<file path="config.mk">
export PLATFORM = sky130hd
export DESIGN_NAME = fbe_event_selector
export DESIGN_NICKNAME = d
export VERILOG_FILES = /design/src/design/fbe_pkg.sv /design/src/design/fbe_event_selector.sv
export SDC_FILE = /design/constraint.sdc
export NUM_CORES = 1
export LEC_CHECK = 0
export BUFFER_PORTS_ARGS = -buffer_cell sky130_fd_sc_hd__clkbuf_2
export CAP_MARGIN = 40
export CORE_AREA = 2 2 47 49
export DETAILED_ROUTE_END_ITERATION = 8
export DIE_AREA = 0 0 49 51
export PLACE_DENSITY = 0.81
export SETUP_SLACK_MARGIN = 0.5
export SKIP_CTS_REPAIR_TIMING = 1
export SLEW_MARGIN = 0
export SYNTH_ARGS = -nofsm -noshare
export SYNTH_HDL_FRONTEND = slang
export SYNTH_SLANG_ARGS = --single-unit
</file>
<file path="constraint.sdc">
create_clock -name mclk_in -period 3.7 [get_ports mclk_in]
set_input_delay 0.555 -clock mclk_in [delete_from_list [all_inputs] [get_ports mclk_in]]
set_output_delay 0.555 -clock mclk_in [all_outputs]
set_load 0.01 [all_outputs]
</file>
<file path="src/design/fbe_pkg.sv">
// package: event codes, qualifiers, decoder timing and carrier structs for the event selector
package fbe_pkg;

    localparam int          EVT_W             = 8;
    localparam int          UMASK_W           = 8;
    localparam logic [7:0]  EVT_ITB           = 8'h82;
    localparam logic [7:0]  EVT_QUEUE_FULL    = 8'h83;
    localparam logic [7:0]  EVT_FETCH_STALL   = 8'h86;
    localparam logic [7:0]  EVT_SLOW_DECODE   = 8'h87;
    localparam logic [7:0]  EVT_BR_EXEC       = 8'h88;
    localparam logic [7:0]  EVT_BR_MISP       = 8'h89;
    localparam logic [7:0]  EVT_BR_DEC_MISP   = 8'h8A;
    localparam logic [7:0]  EVT_CND_EXEC      = 8'h8B;
    localparam logic [7:0]  EVT_CND_MISP      = 8'h8C;
    localparam logic [7:0]  EVT_IND_EXEC      = 8'h8D;
    localparam logic [7:0]  UM_ITB_FLUSH      = 8'h40;
    localparam logic [7:0]  UM_ITB_MISS       = 8'h12;
    localparam logic [7:0]  UM_QUEUE_FULL     = 8'h02;
    localparam logic [7:0]  UM_NONE           = 8'h00;
    localparam logic [7:0]  OPSIZE_PREFIX     = 8'h66;
    localparam logic [7:0]  ADDRSIZE_PREFIX   = 8'h67;
    localparam int          SLOW_DECODE_CYC   = 6;
    localparam logic [2:0]  SLOW_CNT_LAST     = 3'(SLOW_DECODE_CYC - 1);
    localparam logic [2:0]  SLOW_CNT_RESET    = 3'h0;

    // cpu operating modes for the address-size check
    localparam logic [2:0]  MODE_REAL         = 3'h0;
    localparam logic [2:0]  MODE_BIG_REAL     = 3'h1;
    localparam logic [2:0]  MODE_PROT16       = 3'h2;
    localparam logic [2:0]  MODE_PROT32       = 3'h3;
    localparam logic [2:0]  MODE_LONG64       = 3'h4;

    typedef struct packed {
        logic [EVT_W-1:0]   event_num;
        logic [UMASK_W-1:0] umask;
    } fbe_select_t;

    typedef struct packed {
        logic itb_flush;
        logic itb_miss_small;
        logic itb_miss_large;
        logic fetch_queue_full;
        logic fetch_stall;
    } fbe_fetch_t;

    // one instruction handed to the length decoder
    typedef struct packed {
        logic       valid;
        logic [7:0] prefix;
        logic       has_prefix;
        logic       has_imm;
        logic       has_modrm;
        logic [2:0] cpu_mode;
    } fbe_decode_t;

    typedef struct packed {
        logic br_exec;
        logic br_misp;
        logic br_uop;
        logic br_dec_misp;
        logic br_cond;
        logic br_indirect;
    } fbe_branch_t;

    typedef enum logic [1:0] {
        LD_FAST = 2'b01,
        LD_SLOW = 2'b10
    } fbe_ld_state_t;

endpackage

</file>
<file path="src/design/fbe_event_selector.sv">
// front-end and branch performance event selector with instruction length decoder timing
`timescale 1ns/1ps
module fbe_event_selector (
    input  wire logic                 mclk_in,
    input  wire logic                 reset_n_in,
    input  wire fbe_pkg::fbe_select_t select_in,
    input  wire fbe_pkg::fbe_fetch_t  fetch_in,
    input  wire fbe_pkg::fbe_decode_t decode_in,
    input  wire fbe_pkg::fbe_branch_t branch_in,
    output logic                      increment_out,
    output logic                      select_valid_out,
    output logic                      fetch_enable_out,
    output logic                      decode_ready_out,
    output logic                      decode_done_out,
    output logic                      slow_decode_out
);
    import fbe_pkg::*;

    // ****************************************************************
    // length decoder timing
    // ****************************************************************
    fbe_ld_state_t ld_state_q;
    fbe_ld_state_t ld_state_d;
    logic [2:0]    slow_cnt_q;
    logic [2:0]    slow_cnt_d;
    logic          done_q;
    logic          done_d;
    logic          need_slow;
    logic          legacy_mode;
    logic          op_slow;
    logic          addr_slow;

    // ****************************************************************
    // slow path detection
    // ****************************************************************

    // a size prefix that changes the instruction length forces the slow path;
    // the address-size case only matters outside 64-bit mode
    always_comb begin
        case (decode_in.cpu_mode)
            MODE_REAL:     legacy_mode = 1'b1;
            MODE_BIG_REAL: legacy_mode = 1'b1;
            MODE_PROT16:   legacy_mode = 1'b1;
            MODE_PROT32:   legacy_mode = 1'b1;
            MODE_LONG64:   legacy_mode = 1'b0;
            default:       legacy_mode = 1'b0;
        endcase
        op_slow   = decode_in.has_prefix && (decode_in.prefix == OPSIZE_PREFIX)
                 && decode_in.has_imm;
        addr_slow = decode_in.has_prefix && (decode_in.prefix == ADDRSIZE_PREFIX)
                 && decode_in.has_modrm && legacy_mode;
        need_slow = op_slow || addr_slow;
    end

    // an offer made while the slow path runs is ignored; the core must hold
    // it until decode_ready_out returns
    always_comb begin
        ld_state_d = ld_state_q;
        slow_cnt_d = slow_cnt_q;
        done_d     = 1'b0;
        case (ld_state_q)
            LD_FAST: begin
                if (decode_in.valid) begin
                    if (need_slow) begin
                        ld_state_d = LD_SLOW;
                        slow_cnt_d = SLOW_CNT_RESET;
                    end else begin
                        done_d = 1'b1;
                    end
                end
            end
            LD_SLOW: begin
                if (slow_cnt_q == SLOW_CNT_LAST) begin
                    ld_state_d = LD_FAST;
                    done_d     = 1'b1;
                end else begin
                    slow_cnt_d = slow_cnt_q + 3'h1;
                end
            end
            default: begin
                ld_state_d = LD_FAST;
                slow_cnt_d = SLOW_CNT_RESET;
            end
        endcase
    end

    always_ff @(posedge mclk_in or negedge reset_n_in) begin
        if (!reset_n_in) begin
            ld_state_q <= LD_FAST;
            slow_cnt_q <= SLOW_CNT_RESET;
            done_q     <= 1'b0;
        end else begin
            ld_state_q <= ld_state_d;
            slow_cnt_q <= slow_cnt_d;
            done_q     <= done_d;
        end
    end

    // slow path busy in the six cycles of a slow instruction
    logic slow_active;
    assign slow_active = (ld_state_q == LD_SLOW);

    // ****************************************************************
    // event match
    // ****************************************************************
    logic hit;
    logic match;
    logic cond_itb_flush;
    logic cond_itb_miss;
    logic cond_queue_full;
    logic cond_fetch_stall;
    logic cond_slow_decode;
    logic cond_br_exec;
    logic cond_br_misp;
    logic cond_br_dec_misp;
    logic cond_cnd_exec;
    logic cond_cnd_misp;
    logic cond_ind_exec;

    // level events count every cycle they stand, pulse events once per pulse
    always_comb begin
        cond_itb_flush   = fetch_in.itb_flush;
        cond_itb_miss    = fetch_in.itb_miss_small || fetch_in.itb_miss_large;
        cond_queue_full  = fetch_in.fetch_queue_full;
        cond_fetch_stall = fetch_in.fetch_stall;
        cond_slow_decode = slow_active;
    end

    // branch qualifiers other than br_dec_misp only mean something while br_exec is high; br_dec_misp counts on its own
    always_comb begin
        cond_br_exec     = branch_in.br_exec && !branch_in.br_uop;
        cond_br_misp     = branch_in.br_exec && branch_in.br_misp;
        cond_br_dec_misp = branch_in.br_dec_misp;
        cond_cnd_exec    = branch_in.br_exec && branch_in.br_cond;
        cond_cnd_misp    = cond_cnd_exec && branch_in.br_misp;
        cond_ind_exec    = branch_in.br_exec && branch_in.br_indirect;
    end

    // both the event number and the qualifier must name a defined encoding
    always_comb begin
        hit   = 1'b0;
        match = 1'b0;
        case (select_in.event_num)
            EVT_ITB: begin
                if (select_in.umask == UM_ITB_FLUSH) begin
                    match = 1'b1;
                    hit   = cond_itb_flush;
                end else if (select_in.umask == UM_ITB_MISS) begin
                    match = 1'b1;
                    hit   = cond_itb_miss;
                end
            end
            EVT_QUEUE_FULL: begin
                if (select_in.umask == UM_QUEUE_FULL) begin
                    match = 1'b1;
                    hit   = cond_queue_full;
                end
            end
            EVT_FETCH_STALL: begin
                if (select_in.umask == UM_NONE) begin
                    match = 1'b1;
                    hit   = cond_fetch_stall;
                end
            end
            EVT_SLOW_DECODE: begin
                if (select_in.umask == UM_NONE) begin
                    match = 1'b1;
                    hit   = cond_slow_decode;
                end
            end
            EVT_BR_EXEC: begin
                if (select_in.umask == UM_NONE) begin
                    match = 1'b1;
                    hit   = cond_br_exec;
                end
            end
            EVT_BR_MISP: begin
                if (select_in.umask == UM_NONE) begin
                    match = 1'b1;
                    hit   = cond_br_misp;
                end
            end
            EVT_BR_DEC_MISP: begin
                if (select_in.umask == UM_NONE) begin
                    match = 1'b1;
                    hit   = cond_br_dec_misp;
                end
            end
            EVT_CND_EXEC: begin
                if (select_in.umask == UM_NONE) begin
                    match = 1'b1;
                    hit   = cond_cnd_exec;
                end
            end
            EVT_CND_MISP: begin
                if (select_in.umask == UM_NONE) begin
                    match = 1'b1;
                    hit   = cond_cnd_misp;
                end
            end
            EVT_IND_EXEC: begin
                if (select_in.umask == UM_NONE) begin
                    match = 1'b1;
                    hit   = cond_ind_exec;
                end
            end
            default: begin
                match = 1'b0;
                hit   = 1'b0;
            end
        endcase
    end

    // ****************************************************************
    // counter-side output registers
    // ****************************************************************

    logic inc_q;
    logic inc_d;
    logic valid_q;
    logic valid_d;
    logic fetch_en_q;
    logic fetch_en_d;

    // one pulse per counted event, or per cycle of a level event
    always_comb begin
        inc_d      = match && hit;
        valid_d    = match;
        fetch_en_d = !fetch_in.fetch_queue_full;
    end

    always_ff @(posedge mclk_in or negedge reset_n_in) begin
        if (!reset_n_in) begin
            inc_q      <= 1'b0;
            valid_q    <= 1'b0;
            fetch_en_q <= 1'b0;
        end else begin
            inc_q      <= inc_d;
            valid_q    <= valid_d;
            fetch_en_q <= fetch_en_d;
        end
    end

    // ****************************************************************
    // decoder-side output registers
    // ****************************************************************

    logic ready_q;
    logic ready_d;
    logic slow_q;
    logic slow_d;

    // both follow the state the decoder enters at this edge
    always_comb begin
        ready_d = (ld_state_d == LD_FAST);
        slow_d  = (ld_state_d == LD_SLOW);
    end

    always_ff @(posedge mclk_in or negedge reset_n_in) begin
        if (!reset_n_in) begin
            ready_q <= 1'b0;
            slow_q  <= 1'b0;
        end else begin
            ready_q <= ready_d;
            slow_q  <= slow_d;
        end
    end

    assign increment_out    = inc_q;
    assign select_valid_out = valid_q;
    assign fetch_enable_out = fetch_en_q;
    assign decode_ready_out = ready_q;
    assign decode_done_out  = done_q;
    assign slow_decode_out  = slow_q;

endmodule

</file>
==> flow_summary.toml <==
[global_routing]
grt-busiest-layer = "met2"
grt_pass1_wl_um = 3640
grt_max_degree = 12
grt_usage_pct = 18.7
use_met3_pct = 4.97
met1_usage_pct = 19.7
grtUsageMet2_pct = 33.6
grt-ovfl-total = 0
grt_pass1_vias = 945
antenna_found_initial = 0

[cts]
clk_latency_ns = 0.28
cts_tree = "yes"
clock_path_buffers = 2
clock-sinks = 11
clk_pin_slew_worst_paths_ns = 0.07
numCtsBuffers = 3
htreeDepth = 1
ctsRootBufferMaster = "clkbuf_4"

[critical_path]
reg2reg_from = "ld_state_q[0]"
cp-end-kind = "flop"
r2r_end = "increment_out"
crit_type = "flop to flop"
worstPathArrival_ns = 2.04
r2r_slack_ns = 1.81
reg2reg_depth = 6
startpoint = "ld_state_q[0]"
crit_fanout = 11
crit_path_end = "increment_out"
setup.worst_path.start_class = "flop"
required_ns = 3.85

[floorplanning]
rows = 17
start_util_pct = 42.6
fp.coreArea_um2 = 2060
fp.dieW_um = 49
fp.dieArea_um2 = 2500
io-pin-count = 50
fp.dieH_um = 51

[synthesis]
postSynthCellCount = 98
synth_flop_cell = "dfrtp_1"
synthArstFlopShare_pct = 100
ys_seq_area_share_pct = 31.5
synthDistinctLibCells = 43
ys_warn_count = 0
synth_edf_count = 0
syn_area_per_cell_um2 = 8.96
synth_nets = 146
synthesis.area_um2 = 878
ys_ff_latch = 11

[sta]
finClkSkew_ns = 0.00190
fin_setup_tns_ns = 0
slew_headroom_pct = 68.7
fmax_mhz = 529
finalCriticalPeriod_ns = 1.89
timing.final.hold_violations = 0
finalSetupViolations = 0
rsz0062_at_grt = "no"
layout_setup_ws_ns = 1.81
tightest_slew_ns = 0.469
timing.final.crit_share_pct = 51.1
drv_slew = 0

[route]
wl_per_cell_um = 11.7
ant_nets = 0
drt_wl_total_um = 2030
first_pass_iters = 4
vias = 950
drt_iter0_drc = 14
via_per_inst = 5.49
drc_errors = 0

[placed_design]
placedCellCount = 169
dp_hpwl_um = 1690
place_area_um2 = 1130
post-place-ws_ns = 1.58
place.port_buffers = 47
place_congestion = 0.836

[power]
p_leak_nw = 0.562
p_total_uw = 363
max-vdd-ir-drop_uv = 179
p_per_area_nw_per_um2 = 313

[layout]
drive_above_1_share_pct = 40.7
antenna_cells = 0
layout_commonest_cell = "clkbuf_2"
nNetsFinal = 194
fin_area_um2 = 1160
fill_cells = 188
instances_no_fill = 173
layout_common_cells = "47 x clkbuf_2, 10 x dfrtp_1, 9 x nor2_1"
area_growth_pct = 32.1

[min_path]
min_path_type = "input port to async pin"

[run_status]
status = "complete, no violations"

[job]
cap_viol_max_count = 0
## cells in the mapped netlist, drive strengths merged (2+ instances only)
cell	instances	share of area [%]
ha	4	5.7
inv	5	2.1
nand3b	5	4.3
nor3	3	1.7
nand3	6	3.4
and2	3	2.1
a21o	5	4.3
or4	2	2.1
nand4b	2	2.0
dfrtp	10	28
o211ai	5	4.3
a21oi	2	1.1
or3b	2	2.0
a211oi	2	1.7
or4b	2	2.7
nor2	9	3.8
nand2	5	2.1
clkbuf	3	1.3
## worst max-delay path: stages, from the launching register on
cell	delay (ns)
dfstp_2	0.56
inv_1	0.04
ha_1	0.32
nand4b_1	0.15
o311ai_0	0.13
a2111oi_1	0.41
o211ai_1	0.14
## worst min-delay path by stage
stage	end	cells past startpoint	from	slack, ns
after floorplan	decode_done_out	0	reset_n_in	0.26
after global placement	decode_done_out	1	reset_n_in	0.44
after detailed placement	decode_done_out	1	reset_n_in	0.44
after CTS	decode_done_out	1	reset_n_in	0.14
after global routing	decode_done_out	1	reset_n_in	0.16
final	slow_decode_out	1	reset_n_in	0.14
## cells by family (layout without fill, tap and decap cells)
family | after synthesis | count (layout) | share of synthesized area [%]
AO/OA/AOI/OAI | 25 | 25 | 21.9
XOR/XNOR | 1 | 1 | 0.997
adder cells (fa/ha/maj) | 4 | 4 | 5.70
buffers and inverters | 9 | 56 | 3.99
flip-flops | 11 | 11 | 31.5
multiplexers | 1 | 1 | 1.14
AND/OR/NAND/NOR | 47 | 47 | 34.8
## cell type report
type | count | area [um^2] | area share [%]
multi-input combinational | 78 | 567 | 48.9
sequential | 11 | 277 | 23.8
timing repair buffer | 47 | 235 | 20.3
tap | 28 | 35.0 | 3.02
clock buffer | 3 | 22.5 | 1.94
inverter | 5 | 18.8 | 1.62
clock inverter | 1 | 5.00 | 0.432
## registers in the layout (all words and copies together) (netlist names)
register and flops:
select_valid_out 1, slow_decode_out 1, slow_cnt_q 3, decode_done_out 1
ld_state_q 2, decode_ready_out 1, increment_out 1, fetch_enable_out 1
## through the flow
stage	util, %	hold slack, ns
after detailed placement	54.9	0.442
after global routing	56.2	0.157
after global placement	54.9	0.439
after CTS	56.2	0.137
final	56.2	0.135
after floorplan	-	0.259
## layer usage
layer / part of all wire (%) / up-vias
li1: - / 470
met1: 39 / 418
met2: 47 / 57
met3: 11 / 5
met4: 2.4 / 0
met5: 0 / -
## report_power, final
part / switching [mW] / internal [mW] / total (mW)
Clock: 0.0446 / 0.0402 / 0.0848
Combinational: 0.0700 / 0.0619 / 0.132
Sequential: 0.00723 / 0.139 / 0.146
(Power assumes the default switching activity.)
